===== src/design/lane_mover_pkg.sv =====
/*
  Shared constants and carrier types for the lane data mover.
  Assumes a single 25 MHz core clock and an active-low asynchronous reset.
*/
package lane_mover_pkg;
  localparam int unsigned CHANNELS      = 8;
  localparam int unsigned BYTE_W        = 8;
  localparam int unsigned LANE_RATE_MHZ = 100;
  localparam int unsigned CORE_CLK_MHZ  = 25;
  localparam int unsigned SLOW_GAP      = 3;
  localparam int unsigned FIFO_DEPTH    = 16;
  localparam int unsigned ALMOST_MARGIN = 4;
  localparam int unsigned SKID_DEPTH    = 2;

  typedef struct packed {
    logic              valid;
    logic [BYTE_W-1:0] data;
  } lane_word_s;

  typedef struct packed {
    logic full;
    logic almost_full;
  } lane_flags_s;

  typedef enum logic [1:0] {
    MV_IDLE,
    MV_BURST,
    MV_SETTLE
  } mover_state_e;
endpackage


===== src/design/lane_mover.sv =====
/*
  Eight-channel push data mover between controller FIFOs and user-logic FIFOs.
  Assumes the far engines keep to the full flag presented on each receive lane.
*/
// Summary of operation
// - Each channel owns one transmit lane and one receive lane, each one-way.
// - The controller offers eight transmit FIFO paths and eight receive FIFO paths.
// - Every transmit path runs on its own logic so all channels transmit at once; receive drains share one bus.
// - The receiving side of a lane shows full and almost-full to the engine feeding it.
// - The sender pushes from its own FIFO into the target FIFO; the target never pulls.
// - With source not almost empty and target not almost full one byte moves per clock.
// - When source is almost empty or target almost full the engine slows to settled status.
// - In slow steps the engine waits out the status latency after each write before trusting the flags.
// - An arbiter shares the intermediate bus among channel engines with no software.
// - Each lane carries eight bits per transfer in its one direction.
`timescale 1ns/1ps
module lane_mover
  import lane_mover_pkg::*;
#(
  parameter int unsigned DEPTH  = FIFO_DEPTH,
  parameter int unsigned MARGIN = ALMOST_MARGIN
)(
  // Clock and reset
  input  wire logic                       core_clk_in,
  input  wire logic                       arst_n_in,
  // Host-side transmit fill, per channel
  input  wire lane_word_s  [CHANNELS-1:0] tx_fill_in,
  output logic             [CHANNELS-1:0] tx_fill_ready_out,
  // Transmit lanes toward user logic
  output lane_word_s       [CHANNELS-1:0] tx_lane_out,
  input  wire lane_flags_s [CHANNELS-1:0] tx_target_flags_in,
  // Receive lanes from user logic
  input  wire lane_word_s  [CHANNELS-1:0] rx_lane_in,
  output lane_flags_s      [CHANNELS-1:0] rx_flags_out,
  // Host-side receive drain, shared bus
  output lane_word_s                      rx_bus_out,
  output logic             [2:0]          rx_bus_chan_out,
  input  wire logic                       rx_bus_ready_in
);
  localparam int unsigned AW = $clog2(DEPTH);
  localparam int unsigned CW = AW + 1;

  function automatic logic [CW-1:0] inc_cnt(input logic [CW-1:0] c);
    return c + CW'(1);
  endfunction

  genvar g;
  generate
    for (g = 0; g < CHANNELS; g++)
    begin : g_chan
      // Transmit source FIFO
      logic [BYTE_W-1:0]  tx_mem_q [DEPTH];
      logic [AW-1:0]      tx_wp_q;
      logic [AW-1:0]      tx_rp_q;
      logic [CW-1:0]      tx_cnt_q;
      logic               tx_push;
      logic               tx_pop;
      logic               src_aempty;
      mover_state_e       st_q;
      logic [1:0]         gap_q;
      lane_word_s         lane_q;
      logic               fill_rdy_q;

      assign tx_push    = tx_fill_in[g].valid && fill_rdy_q;
      assign src_aempty = tx_cnt_q <= CW'(MARGIN);
      // Burst only while both margins hold; settle otherwise
      assign tx_pop = (tx_cnt_q != '0) && !tx_target_flags_in[g].full &&
                      ((st_q == MV_BURST) || (st_q == MV_IDLE && gap_q == '0));

      always_ff @(posedge core_clk_in)
      begin
        if (tx_push)
        begin
          tx_mem_q[tx_wp_q] <= tx_fill_in[g].data;
        end
      end

      always_ff @(posedge core_clk_in or negedge arst_n_in)
      begin
        if (!arst_n_in)
        begin
          tx_wp_q    <= '0;
          tx_rp_q    <= '0;
          tx_cnt_q   <= '0;
          fill_rdy_q <= 1'b0;
        end
        else
        begin
          if (tx_push)
          begin
            tx_wp_q <= tx_wp_q + AW'(1);
          end
          if (tx_pop)
          begin
            tx_rp_q <= tx_rp_q + AW'(1);
          end
          case ({tx_push, tx_pop})
            2'b10:   tx_cnt_q <= inc_cnt(tx_cnt_q);
            2'b01:   tx_cnt_q <= tx_cnt_q - CW'(1);
            default: tx_cnt_q <= tx_cnt_q;
          endcase
          // Registered ready keeps one spare slot for the in-flight push
          fill_rdy_q <= (tx_cnt_q + CW'(tx_push)) < CW'(DEPTH - 1);
        end
      end

      // Rate engine: burst or single steps with a settle gap
      always_ff @(posedge core_clk_in or negedge arst_n_in)
      begin
        if (!arst_n_in)
        begin
          st_q  <= MV_IDLE;
          gap_q <= '0;
        end
        else
        begin
          case (st_q)
            MV_IDLE:
            begin
              if (gap_q != '0)
              begin
                gap_q <= gap_q - 2'd1;
              end
              else if (!src_aempty && !tx_target_flags_in[g].almost_full)
              begin
                st_q <= MV_BURST;
              end
              else if (tx_pop)
              begin
                st_q  <= MV_SETTLE;
                gap_q <= 2'(SLOW_GAP - 1);
              end
            end
            MV_BURST:
            begin
              if (src_aempty || tx_target_flags_in[g].almost_full)
              begin
                st_q  <= MV_SETTLE;
                gap_q <= 2'(SLOW_GAP - 1);
              end
            end
            MV_SETTLE:
            begin
              // Status lags a write; wait before acting on it
              if (gap_q == '0)
              begin
                st_q <= MV_IDLE;
              end
              else
              begin
                gap_q <= gap_q - 2'd1;
              end
            end
            default:
            begin
              st_q  <= MV_IDLE;
              gap_q <= '0;
            end
          endcase
        end
      end

      always_ff @(posedge core_clk_in or negedge arst_n_in)
      begin
        if (!arst_n_in)
        begin
          lane_q <= '0;
        end
        else
        begin
          lane_q.valid <= tx_pop;
          lane_q.data  <= tx_mem_q[tx_rp_q];
        end
      end

      assign tx_lane_out[g]       = lane_q;
      assign tx_fill_ready_out[g] = fill_rdy_q;
    end
  endgenerate

  // Receive side: two-entry buffer per channel, drained over one shared bus
  logic [BYTE_W-1:0] rx_buf_q [CHANNELS][SKID_DEPTH];
  logic [1:0]        rx_cnt_q [CHANNELS];
  logic              rx_rp_q  [CHANNELS];
  logic              rx_wp_q  [CHANNELS];
  lane_flags_s [CHANNELS-1:0] rx_flags_q;
  logic [2:0]        grant_q;
  logic [2:0]        pick;
  logic              pick_ok;
  lane_word_s        bus_q;
  logic [2:0]        bus_chan_q;
  logic              bus_take;

  // Bus slot frees when empty or accepted
  assign bus_take = !bus_q.valid || rx_bus_ready_in;

  // Round robin from the channel after the last grant
  always_comb
  begin
    logic [2:0] c;
    c       = '0;
    pick    = '0;
    pick_ok = 1'b0;
    for (int i = 1; i <= CHANNELS; i++)
    begin
      c = 3'(grant_q + 3'(i));
      if (!pick_ok && rx_cnt_q[c] != 2'd0)
      begin
        pick    = c;
        pick_ok = 1'b1;
      end
    end
  end

  always_ff @(posedge core_clk_in)
  begin
    for (int k = 0; k < CHANNELS; k++)
    begin
      if (rx_lane_in[k].valid && rx_cnt_q[k] != 2'(SKID_DEPTH))
      begin
        rx_buf_q[k][rx_wp_q[k]] <= rx_lane_in[k].data;
      end
    end
  end

  always_ff @(posedge core_clk_in or negedge arst_n_in)
  begin
    if (!arst_n_in)
    begin
      for (int k = 0; k < CHANNELS; k++)
      begin
        rx_cnt_q[k] <= '0;
        rx_rp_q[k]  <= 1'b0;
        rx_wp_q[k]  <= 1'b0;
      end
      rx_flags_q <= '0;
    end
    else
    begin
      for (int k = 0; k < CHANNELS; k++)
      begin
        logic wr;
        logic rd;
        logic [1:0] nx;
        // Writes while full are dropped; the far engine must honor full
        wr = rx_lane_in[k].valid && rx_cnt_q[k] != 2'(SKID_DEPTH);
        rd = bus_take && pick_ok && (pick == 3'(k));
        nx = rx_cnt_q[k] + 2'(wr) - 2'(rd);
        rx_cnt_q[k] <= nx;
        if (wr)
        begin
          rx_wp_q[k] <= !rx_wp_q[k];
        end
        if (rd)
        begin
          rx_rp_q[k] <= !rx_rp_q[k];
        end
        rx_flags_q[k].full        <= nx == 2'(SKID_DEPTH);
        rx_flags_q[k].almost_full <= nx != 2'd0;
      end
    end
  end

  always_ff @(posedge core_clk_in or negedge arst_n_in)
  begin
    if (!arst_n_in)
    begin
      bus_q      <= '0;
      bus_chan_q <= '0;
      grant_q    <= 3'(CHANNELS - 1);
    end
    else if (bus_take)
    begin
      bus_q.valid <= pick_ok;
      bus_q.data  <= rx_buf_q[pick][rx_rp_q[pick]];
      bus_chan_q  <= pick;
      if (pick_ok)
      begin
        grant_q <= pick;
      end
    end
  end

  assign rx_flags_out    = rx_flags_q;
  assign rx_bus_out      = bus_q;
  assign rx_bus_chan_out = bus_chan_q;

  // Loopback of lanes is a user-logic feature and needs no logic here

  property p_no_write_full;
    @(posedge core_clk_in) disable iff (!arst_n_in)
      tx_lane_out[0].valid |-> !$past(tx_target_flags_in[0].full);
  endproperty
  a_no_write_full: assert property (p_no_write_full)
    else $error("write issued into full target");

  property p_full_flag;
    @(posedge core_clk_in) disable iff (!arst_n_in)
      rx_flags_out[0].full |-> rx_cnt_q[0] == 2'd2;
  endproperty
  a_full_flag: assert property (p_full_flag)
    else $error("full flag without two stored words");

  property p_full_implies_af;
    @(posedge core_clk_in) disable iff (!arst_n_in)
      rx_flags_out[0].full |-> rx_flags_out[0].almost_full;
  endproperty
  a_full_implies_af: assert property (p_full_implies_af)
    else $error("full without almost full");

  property p_settle_gap;
    @(posedge core_clk_in) disable iff (!arst_n_in)
      (g_chan[0].st_q == MV_BURST) ##1 (g_chan[0].st_q == MV_SETTLE)
        |=> !g_chan[0].tx_pop [*2];
  endproperty
  a_settle_gap: assert property (p_settle_gap)
    else $error("pop during settle gap");

  property p_burst_rate;
    @(posedge core_clk_in) disable iff (!arst_n_in)
      (g_chan[1].st_q == MV_BURST && g_chan[1].tx_cnt_q != '0 &&
       !tx_target_flags_in[1].full) |=> tx_lane_out[1].valid;
  endproperty
  a_burst_rate: assert property (p_burst_rate)
    else $error("burst cycle without a byte");

  property p_bus_hold;
    @(posedge core_clk_in) disable iff (!arst_n_in)
      (rx_bus_out.valid && !rx_bus_ready_in) |=>
        (rx_bus_out.valid && $stable(rx_bus_out.data) && $stable(rx_bus_chan_out));
  endproperty
  a_bus_hold: assert property (p_bus_hold)
    else $error("bus word changed while stalled");

  property p_arb_served;
    @(posedge core_clk_in) disable iff (!arst_n_in)
      (rx_cnt_q[2] != 2'd0 && rx_bus_ready_in) [*8] |-> ##[0:8]
        (rx_bus_out.valid && rx_bus_chan_out == 3'd2);
  endproperty
  a_arb_served: assert property (p_arb_served)
    else $error("channel starved by arbiter");

  property p_slow_step;
    @(posedge core_clk_in) disable iff (!arst_n_in)
      (g_chan[0].st_q == MV_SETTLE) |-> !g_chan[0].tx_pop;
  endproperty
  a_slow_step: assert property (p_slow_step)
    else $error("pop while settling");

  c_burst: cover property (@(posedge core_clk_in) tx_lane_out[0].valid [*4]);
  c_settle: cover property (@(posedge core_clk_in) g_chan[0].st_q == MV_SETTLE);
  c_rx_full: cover property (@(posedge core_clk_in) rx_flags_out[3].full);
  c_bus_stall: cover property (@(posedge core_clk_in) rx_bus_out.valid && !rx_bus_ready_in);
endmodule // lane_mover


===== config.mk =====
export PLATFORM = sky130hd
export DESIGN_NAME = lane_mover
export DESIGN_NICKNAME = d
export VERILOG_FILES = /design/src/design/lane_mover_pkg.sv /design/src/design/lane_mover.sv
export SDC_FILE = /design/constraint.sdc
export NUM_CORES = 2
export LEC_CHECK = 0
export BUFFER_PORTS_ARGS = -buffer_cell sky130_fd_sc_hd__buf_2
export CAP_MARGIN = 20
export CELL_PAD_IN_SITES_DETAIL_PLACEMENT = 0
export CELL_PAD_IN_SITES_GLOBAL_PLACEMENT = 1
export CORE_ASPECT_RATIO = 1.4
export CORE_UTILIZATION = 55
export CTS_CLUSTER_SIZE = 14
export DETAILED_ROUTE_END_ITERATION = 16
export HOLD_SLACK_MARGIN = 0.05
export PLACE_DENSITY_LB_ADDON = 0.1
export RECOVER_POWER = 50
export SETUP_SLACK_MARGIN = 0.15
export SLEW_MARGIN = 20
export SYNTH_ARGS = -nofsm -noshare
export SYNTH_HDL_FRONTEND = slang
export SYNTH_SLANG_ARGS = --single-unit
export TNS_END_PERCENT = 5

===== constraint.sdc =====
create_clock -name core_clk_in -period 10.6 [get_ports core_clk_in]
set_clock_uncertainty 0.2 [all_clocks]
set_input_delay 1.06 -clock core_clk_in [delete_from_list [all_inputs] [get_ports core_clk_in]]
set_output_delay 1.06 -clock core_clk_in [all_outputs]
set_load 0.01 [all_outputs]

### Word-level counts from Yosys, hierarchy flattened

Memories as Yosys holds them, arrays and structs flattened. A register that Yosys moved wholly into a read port is not among the register bits.
Cells that the tools add are included.
W data, S select, Z words.

* flip-flop bits (word level): 215
* latch bits: 0
* bits in writable memories: 1152
* ROM bits: 0
* input bits: 163
* output and inout bits: 108
* word-level logic and storage cells: 752
* memories: 9

Memories
* g_chan[0].tx_mem_q: words 16, bits a word 8, read ports 1, clocked after Yosys merged registers in 1, wr ports 1, RTL line lane_mover.sv:52 `logic [BYTE_W-1:0] tx_mem_q [DEPTH];`
* g_chan[1].tx_mem_q: words 16, bits a word 8, read ports 1, clocked after Yosys merged registers in 1, wr ports 1, RTL line lane_mover.sv:52
* g_chan[2].tx_mem_q: words 16, bits a word 8, read ports 1, clocked after Yosys merged registers in 1, wr ports 1, RTL line lane_mover.sv:52
* g_chan[3].tx_mem_q: words 16, bits a word 8, read ports 1, clocked after Yosys merged registers in 1, wr ports 1, RTL line lane_mover.sv:52
* g_chan[4].tx_mem_q: words 16, bits a word 8, read ports 1, clocked after Yosys merged registers in 1, wr ports 1, RTL line lane_mover.sv:52
* g_chan[5].tx_mem_q: words 16, bits a word 8, read ports 1, clocked after Yosys merged registers in 1, wr ports 1, RTL line lane_mover.sv:52
* 3 more memories

* $add $sub $neg: 71
* $mul: 0
* div/mod/pow operators: 0
* $lt $le $gt $ge: 42
* equality and inequality tests: 111
* shifts and indexed selects: 0
* mux-type cells: 182
* bitwise logic cells: 18
* reduce and logical (&&, ||, !) cells: 219

Operator list (number)
* $mux W2: 80
* $mux W16: 8
* $pmux W2 S3: 16
* $mux W8: 11
* $pmux W5 S2: 8
* $logic_and A1 B1 Y1: 72
* $add A4 B1 Y4 const B: 16
* $demux W8 S1: 8
* $ne A2 B2 Y1 const B: 32
* $reduce_and A4 Y1: 16
* $reduce_bool A2 Y1: 32
* $logic_not A1 Y1: 56
* $bmux W2 S3: 8
* $eq A2 B2 Y1 const B: 24
* $ne A3 B2 Y1 const B: 16
* $add A5 B1 Y5: 8
* $add A5 B1 Y5 const B: 8
* $le A5 B3 Y1 const B: 8
* $lt A5 B4 Y1 const B: 8
* $reduce_bool A5 Y1: 8
* $sub A5 B1 Y5 const B: 8
* $ge A4 B4 Y1 const B: 9
* $not A3 Y4: 9
* $mux W1: 34
* other kinds (21): 140

### Depth between registers and ports, before layout

* depth after elaboration: 36
* mapped depth: 20
* depth with buffers taken out: 16

### Worst setup path after synthesis

OpenSTA, ideal clock, no wires.

* path type: reg-to-reg
* start: reg grant_q[0]
* end: reg rx_flags_q (netlist bit rx_flags_out[14])
* setup time: 126 ps
* data arrival time: 4551 ps
* data required time: 10274 ps
* slack: 5723 ps
* stages on the path, launching flop included: 21
* buffers on the path: 4
* clock period less this slack: 4877 ps
* cells stage by stage: dfstp_2 > buf_2 > inv_2 > ha_1 > buf_2 > mux4_2 > mux2i_1 > or4b_1 > clkbuf_1 > a221o_1 > and3_1 > nor2_4 > buf_2 > nand2_2 > nor3_1 > ha_1 > inv_1 > ha_1 > xnor2_1 > xnor2_1 > nand2b_1

* word-level cells in the longest chain between the ends: 32
* elaborated cells between the ends (all ways): 82
* classes of those cells: add/sub (8); eq/ne (1); mux (40); bitwise (8); reduce/logical (25)

Ends and longest elaborated chain
* start: declaration: RTL line lane_mover.sv:187 `logic [2:0] grant_q;`
* start signal: assignment: RTL line lane_mover.sv:270 `grant_q <= 3'(CHANNELS - 1);`
* start signal: assignment: RTL line lane_mover.sv:279 `grant_q <= pick;`
* $add A3 B1 Y3: RTL line lane_mover.sv:206 `c = 3'(grant_q + 3'(i));`
* $not A3 Y4 (not written as such): RTL line lane_mover.sv:207 `if (!pick_ok && rx_cnt_q[c] != 2'd0)`
* $bmux W2 S3: RTL line lane_mover.sv:207
* $mux W2 (not written as such) (2 in a row): RTL line lane_mover.sv:207
* $reduce_bool A2 Y1: RTL line lane_mover.sv:207
* $mux W1: RTL line lane_mover.sv:207
* $logic_not A1 Y1: RTL line lane_mover.sv:207
* $logic_and A1 B1 Y1: RTL line lane_mover.sv:207
* [15 not listed]
* $mux W1: RTL line lane_mover.sv:207
* $logic_not A1 Y1: RTL line lane_mover.sv:207
* $logic_and A1 B1 Y1: RTL line lane_mover.sv:207
* $mux W3 or $mux W1 (tied branches): RTL line lane_mover.sv:207
* $eq A3 B3 Y1 or $logic_and A1 B1 Y1 (tied branches): RTL line lane_mover.sv:247 `rd = bus_take && pick_ok && (pick == 3'(k));`
* $logic_and A1 B1 Y1 (*): RTL line lane_mover.sv:247
* $sub A2 B1 Y2 (*): RTL line lane_mover.sv:248 `nx = rx_cnt_q[k] + 2'(wr) - 2'(rd);`
* $reduce_bool A2 Y1 (*): RTL line lane_mover.sv:259 `rx_flags_q[k].almost_full <= nx != 2'd0;`
* end: declaration: RTL line lane_mover.sv:186 `lane_flags_s [CHANNELS-1:0] rx_flags_q;`

Mark *: on every way between the ends. The rest lies on a longest branch, timed or not. The select of a mux whose other input is x is not followed.
A chain may end at the register's enable or synchronous reset.

==> run_results.csv <==
group,metric,value,unit
run_status,status,"finished, violations left",
run_status,failed_checks,"capacitance limit, slew limit",
logic_synthesis,synth-async-reset-ratio,0.195,
cells_and_area,num_antenna_cells,0,
logic_synthesis,synth_commonest_cells,"edfxtp_1 (1,152), mux4_2 (331), dfrtp_1 (276)",
sta,final.setup.tns,0,ns
clock_network,cts_hold_buffers,0,
clock_network,ctsResizeCount,0,
worst_setup_path,critical-path-top-delay-family,"buffers and inverters",
logic_synthesis,synthMostInstantiatedCell,"edfxtp_1",
worst_setup_path,crit_chain,"clkbuf_1 -> clkbuf_1",
logic_synthesis,synth_edf_count,1152,
logic_synthesis,yosys.cell_types.count,70,
floorplanning,core_area,0.104,sq mm
routing,via_count,29300,
placement,dp_cells,4714,
clock_network,cts.sink_count,1431,
logic_synthesis,synth_sequential_area_ratio,0.717,
cells_and_area,area.growth.synth_to_final,12.1,%
cells_and_area,sequential_cell_area,0.0416,sq mm
clock_network,worst_skew_pair.late_latency,0.75,ns
sta,minimum_hold_slack,0.285,ns
floorplanning,die_x,276,um
floorplanning,floorplan.rows,140,
logic_synthesis,synth-main-ff-cell,"edfxtp_1",
clock_network,post_cts_buffers,0,
worst_setup_path,cp_common_cell,"clkbuf_1",
logic_synthesis,largest_family_of_logic_cells_by_synthesized_area,"multiplexers",
sta,timing.final.setup_violations,0,
worst_hold_path,worst_hold_path_type,"reg2reg",
logic_synthesis,yosys.area_share.adder,0.0291,
grt,via_count_of_the_first_global_routing_pass,31200,
pwr,cellLeakagePower,22.6,nW
placement,place_congestion,0.873,
floorplanning,dieArea,0.107,sq mm
routing,wl,122000,um
placement,detailed_place_hpwl,83600,um
pwr,ir_drop,0.000328,V
grt,track_usage,0.232,
placement,io_buffers,270,
cells_and_area,drive_above_1_share,0.208,
clock_network,worst_setup_hold_path_clk_slew,0.06,ns
worst_setup_path,critical_path.startpoint,"arst_n_in",
routing,drt_iter0_markers,2057,
routing,wl_per_cell,24.6,um
routing,via_per_inst,5.90,
logic_synthesis,synth_simple_gate_area_frac,0.0444,
routing,drc_errors,0,
sta,final_cycle_utilization_of_the_critical_path,0.640,
worst_hold_path,source_of_the_worst_hold_timing_path,"rx_bus_chan_out[2]$_DFFE_PN0P_",
logic_synthesis,post_synth_xor_area_fraction,0.0193,
floorplanning,ios,271,
sta,drv_slew,126,
grt,wire_length_of_the_first_global_routing_pass,185000,um
logic_synthesis,yosys-mux-area-fraction,0.136,
floorplanning,chipHeight,386,um
worst_setup_path,type_of_the_worst_setup_path,"in2async",
logic_synthesis,yosysTopAreaCell,"edfxtp_1",
worst_setup_path,worst-endpoint-required,10.45,ns
sta,fmax,147,MHz
cells_and_area,multiInputGateArea,0.0154,sq mm
flow_run,drv.max_cap_violation_count,2,
logic_synthesis,synth_compound_area_frac,0.0361,
sta,unrepaired_setup_endpoints_after_global_routing,"no",
worst_setup_path,timing.critical_path.from_type,"input pin",
logic_synthesis,syn_avg_cell_area,18.1,sq um
routing,number_of_nets_with_antenna_violations_after_routing,0,
logic_synthesis,top_area_cell_type_share_of_the_netlist_area,0.597,
sta,max_slew.worst_pin.slew,4.86,ns
clock_network,h-tree-depth,4,
worst_setup_path,critPathCaptureType,"asynchronous set/reset pin",
cells_and_area,num-fill-cells,7509,
cells_and_area,fin_cells,4964,
sta,slew-limit-headroom,-2.24,
pwr,power_density,300,mW/mm^2
grt,grt_start_max_net_pins,83,
logic_synthesis,syn-instance-count,3201,
worst_setup_path,cp.buffers_inverters,2,
clock_network,clock_tree.buffer_depth,3,
grt,grt_overflow,0,
cells_and_area,fin_nets,3797,
logic_synthesis,syn-cell-area,0.0580,sq mm
sta,hold_violations,0,
logic_synthesis,synthesis.nets,3494,
clock_network,clockRootBuffer,"clkbuf_16",
sta,post-route-min-period,6.79,ns
worst_setup_path,timing.critical_path.arrival,6.64,ns
worst_setup_path,timing.critical_path.fanout_max,82,
worst_setup_path,r2r-start,"grant_q[1]$_DFFE_PN1P_",
logic_synthesis,ys_top_cells_by_area,"edfxtp_1 (60%), mux4_2 (13%), dfrtp_1 (12%), ha_1 (2.6%), xnor2_1 (1.4%)",
worst_setup_path,timing.critical_path.slowest_stage_cell,"clkbuf_1",
logic_synthesis,ys_warn_count,0,
worst_setup_path,crit_path_max_incr_delay,3.33,ns
routing,drt_first_pass_iters,5,
clock_network,cts_buffers,135,
logic_synthesis,register_bit_count_reported_by_yosys,1431,
grt,antenna_found_initial,9,
floorplanning,floorplan.initialDensity,0.556,
sta,final_worst_setup_slack,3.81,ns
placement,dp_slack,4.34,ns
clock_network,tritoncts,"yes",
## power by group
| part | internal [mW] | leakage, nW | total [mW] | switching (mW) |
|---|---|---|---|---|
| combinational | 3.07 | 6.72 | 6.68 | 3.62 |
| sequential | 7.09 | 13.7 | 8.03 | 0.944 |
| clock | 2.71 | 2.13 | 4.78 | 2.07 |
## cell families after synthesis
| logic type | after synthesis |
|---|---|
| AO/OA/AOI/OAI | 327 |
| XOR/XNOR | 128 |
| flip-flops | 1431 |
| AND/OR/NAND/NOR | 548 |
| adder cells (fa/ha/maj) | 130 |
| buffers and inverters | 267 |
| multiplexers | 370 |
## final timing paths
kind	end	slack, ns	cells past startpoint
setup / recovery	g_chan[7].tx_rp_q[0]$_DFFE_PN0P_	3.81	2
hold / removal	rx_bus_chan_out[2]$_DFFE_PN0P_	0.29	2
setup reg to reg	rx_flags_out[6]$_DFF_PN0_	4.38	16
hold reg to reg	rx_bus_chan_out[2]$_DFFE_PN0P_	0.29	2
max in group core_clk_in	rx_flags_out[6]$_DFF_PN0_	4.38	16
min in group asynchronous	tx_lane_out[14]$_DFF_PN0_	1.83	1
## per-stage QoR
step	utilization	power [mW]	cell area, sq um
global route	0.624	20.6	65000
detailed placement	0.583	14.9	60800
finish	0.624	19.5	65000
floorplan	-	12.9	58000
CTS	0.626	19.7	65200
global placement	0.583	14.6	60800
## layout by cell type (no fill, tap or decap), drive strengths merged, types with 5 or more instances in the layout
cell type | synthesis | routed
a21oi | 88 | 88
nor3 | 41 | 41
o21bai | 9 | 9
o31ai | 9 | 9
nand2b | 21 | 21
clkbuf | 89 | 334
o21ai | 95 | 95
nor2b | 13 | 13
and2 | 37 | 37
a32oi | 29 | 29
nor3b | 9 | 9
xor2 | 36 | 36
a211oi | 6 | 6
a41oi | 5 | 5
xnor2 | 92 | 92
dfrtp | 276 | 276
nand2 | 161 | 161
a31oi | 16 | 16
fa | 8 | 8
a21o | 34 | 34
inv | 116 | 121
buf | 56 | 171
mux4 | 331 | 331
bufinv | 0 | 8
nand4 | 21 | 21
mux2i | 24 | 24
nor2 | 169 | 169
nand3 | 33 | 33
and3 | 17 | 17
edfxtp | 1152 | 1152
or2 | 9 | 9
a2111oi | 10 | 10
mux2 | 15 | 15
ha | 122 | 122
clkinv | 6 | 43
## state kept, by name (all words and copies together), names as in the netlist, 32 cells and up
signal           count
g_chan.tx_mem_q   1024
rx_buf_q           128
tx_lane_out         72
g_chan.tx_cnt_q     40
g_chan.tx_rp_q      32
g_chan.tx_wp_q      32
## layer usage
layer / up-vias / part of all wire / track usage
li1: 13100 / - / -
met1: 15200 / 0.39 / 0.285
met3: 219 / 0.050 / 0.0445
met4: 14 / 0.029 / 0.0833
met5: - / 0.00075 / 0
met2: 734 / 0.53 / 0.410
## cell type report
cell class                 instances  share of cell area
clock inverter                    54             0.00953
tap                             1349              0.0260
sequential                      1431               0.640
clock buffer                     194              0.0582
timing repair buffer             311              0.0224
inverter                         122             0.00705
multi-input combinational       1503               0.237
Note: power is estimated with default switching activity, not from simulation.
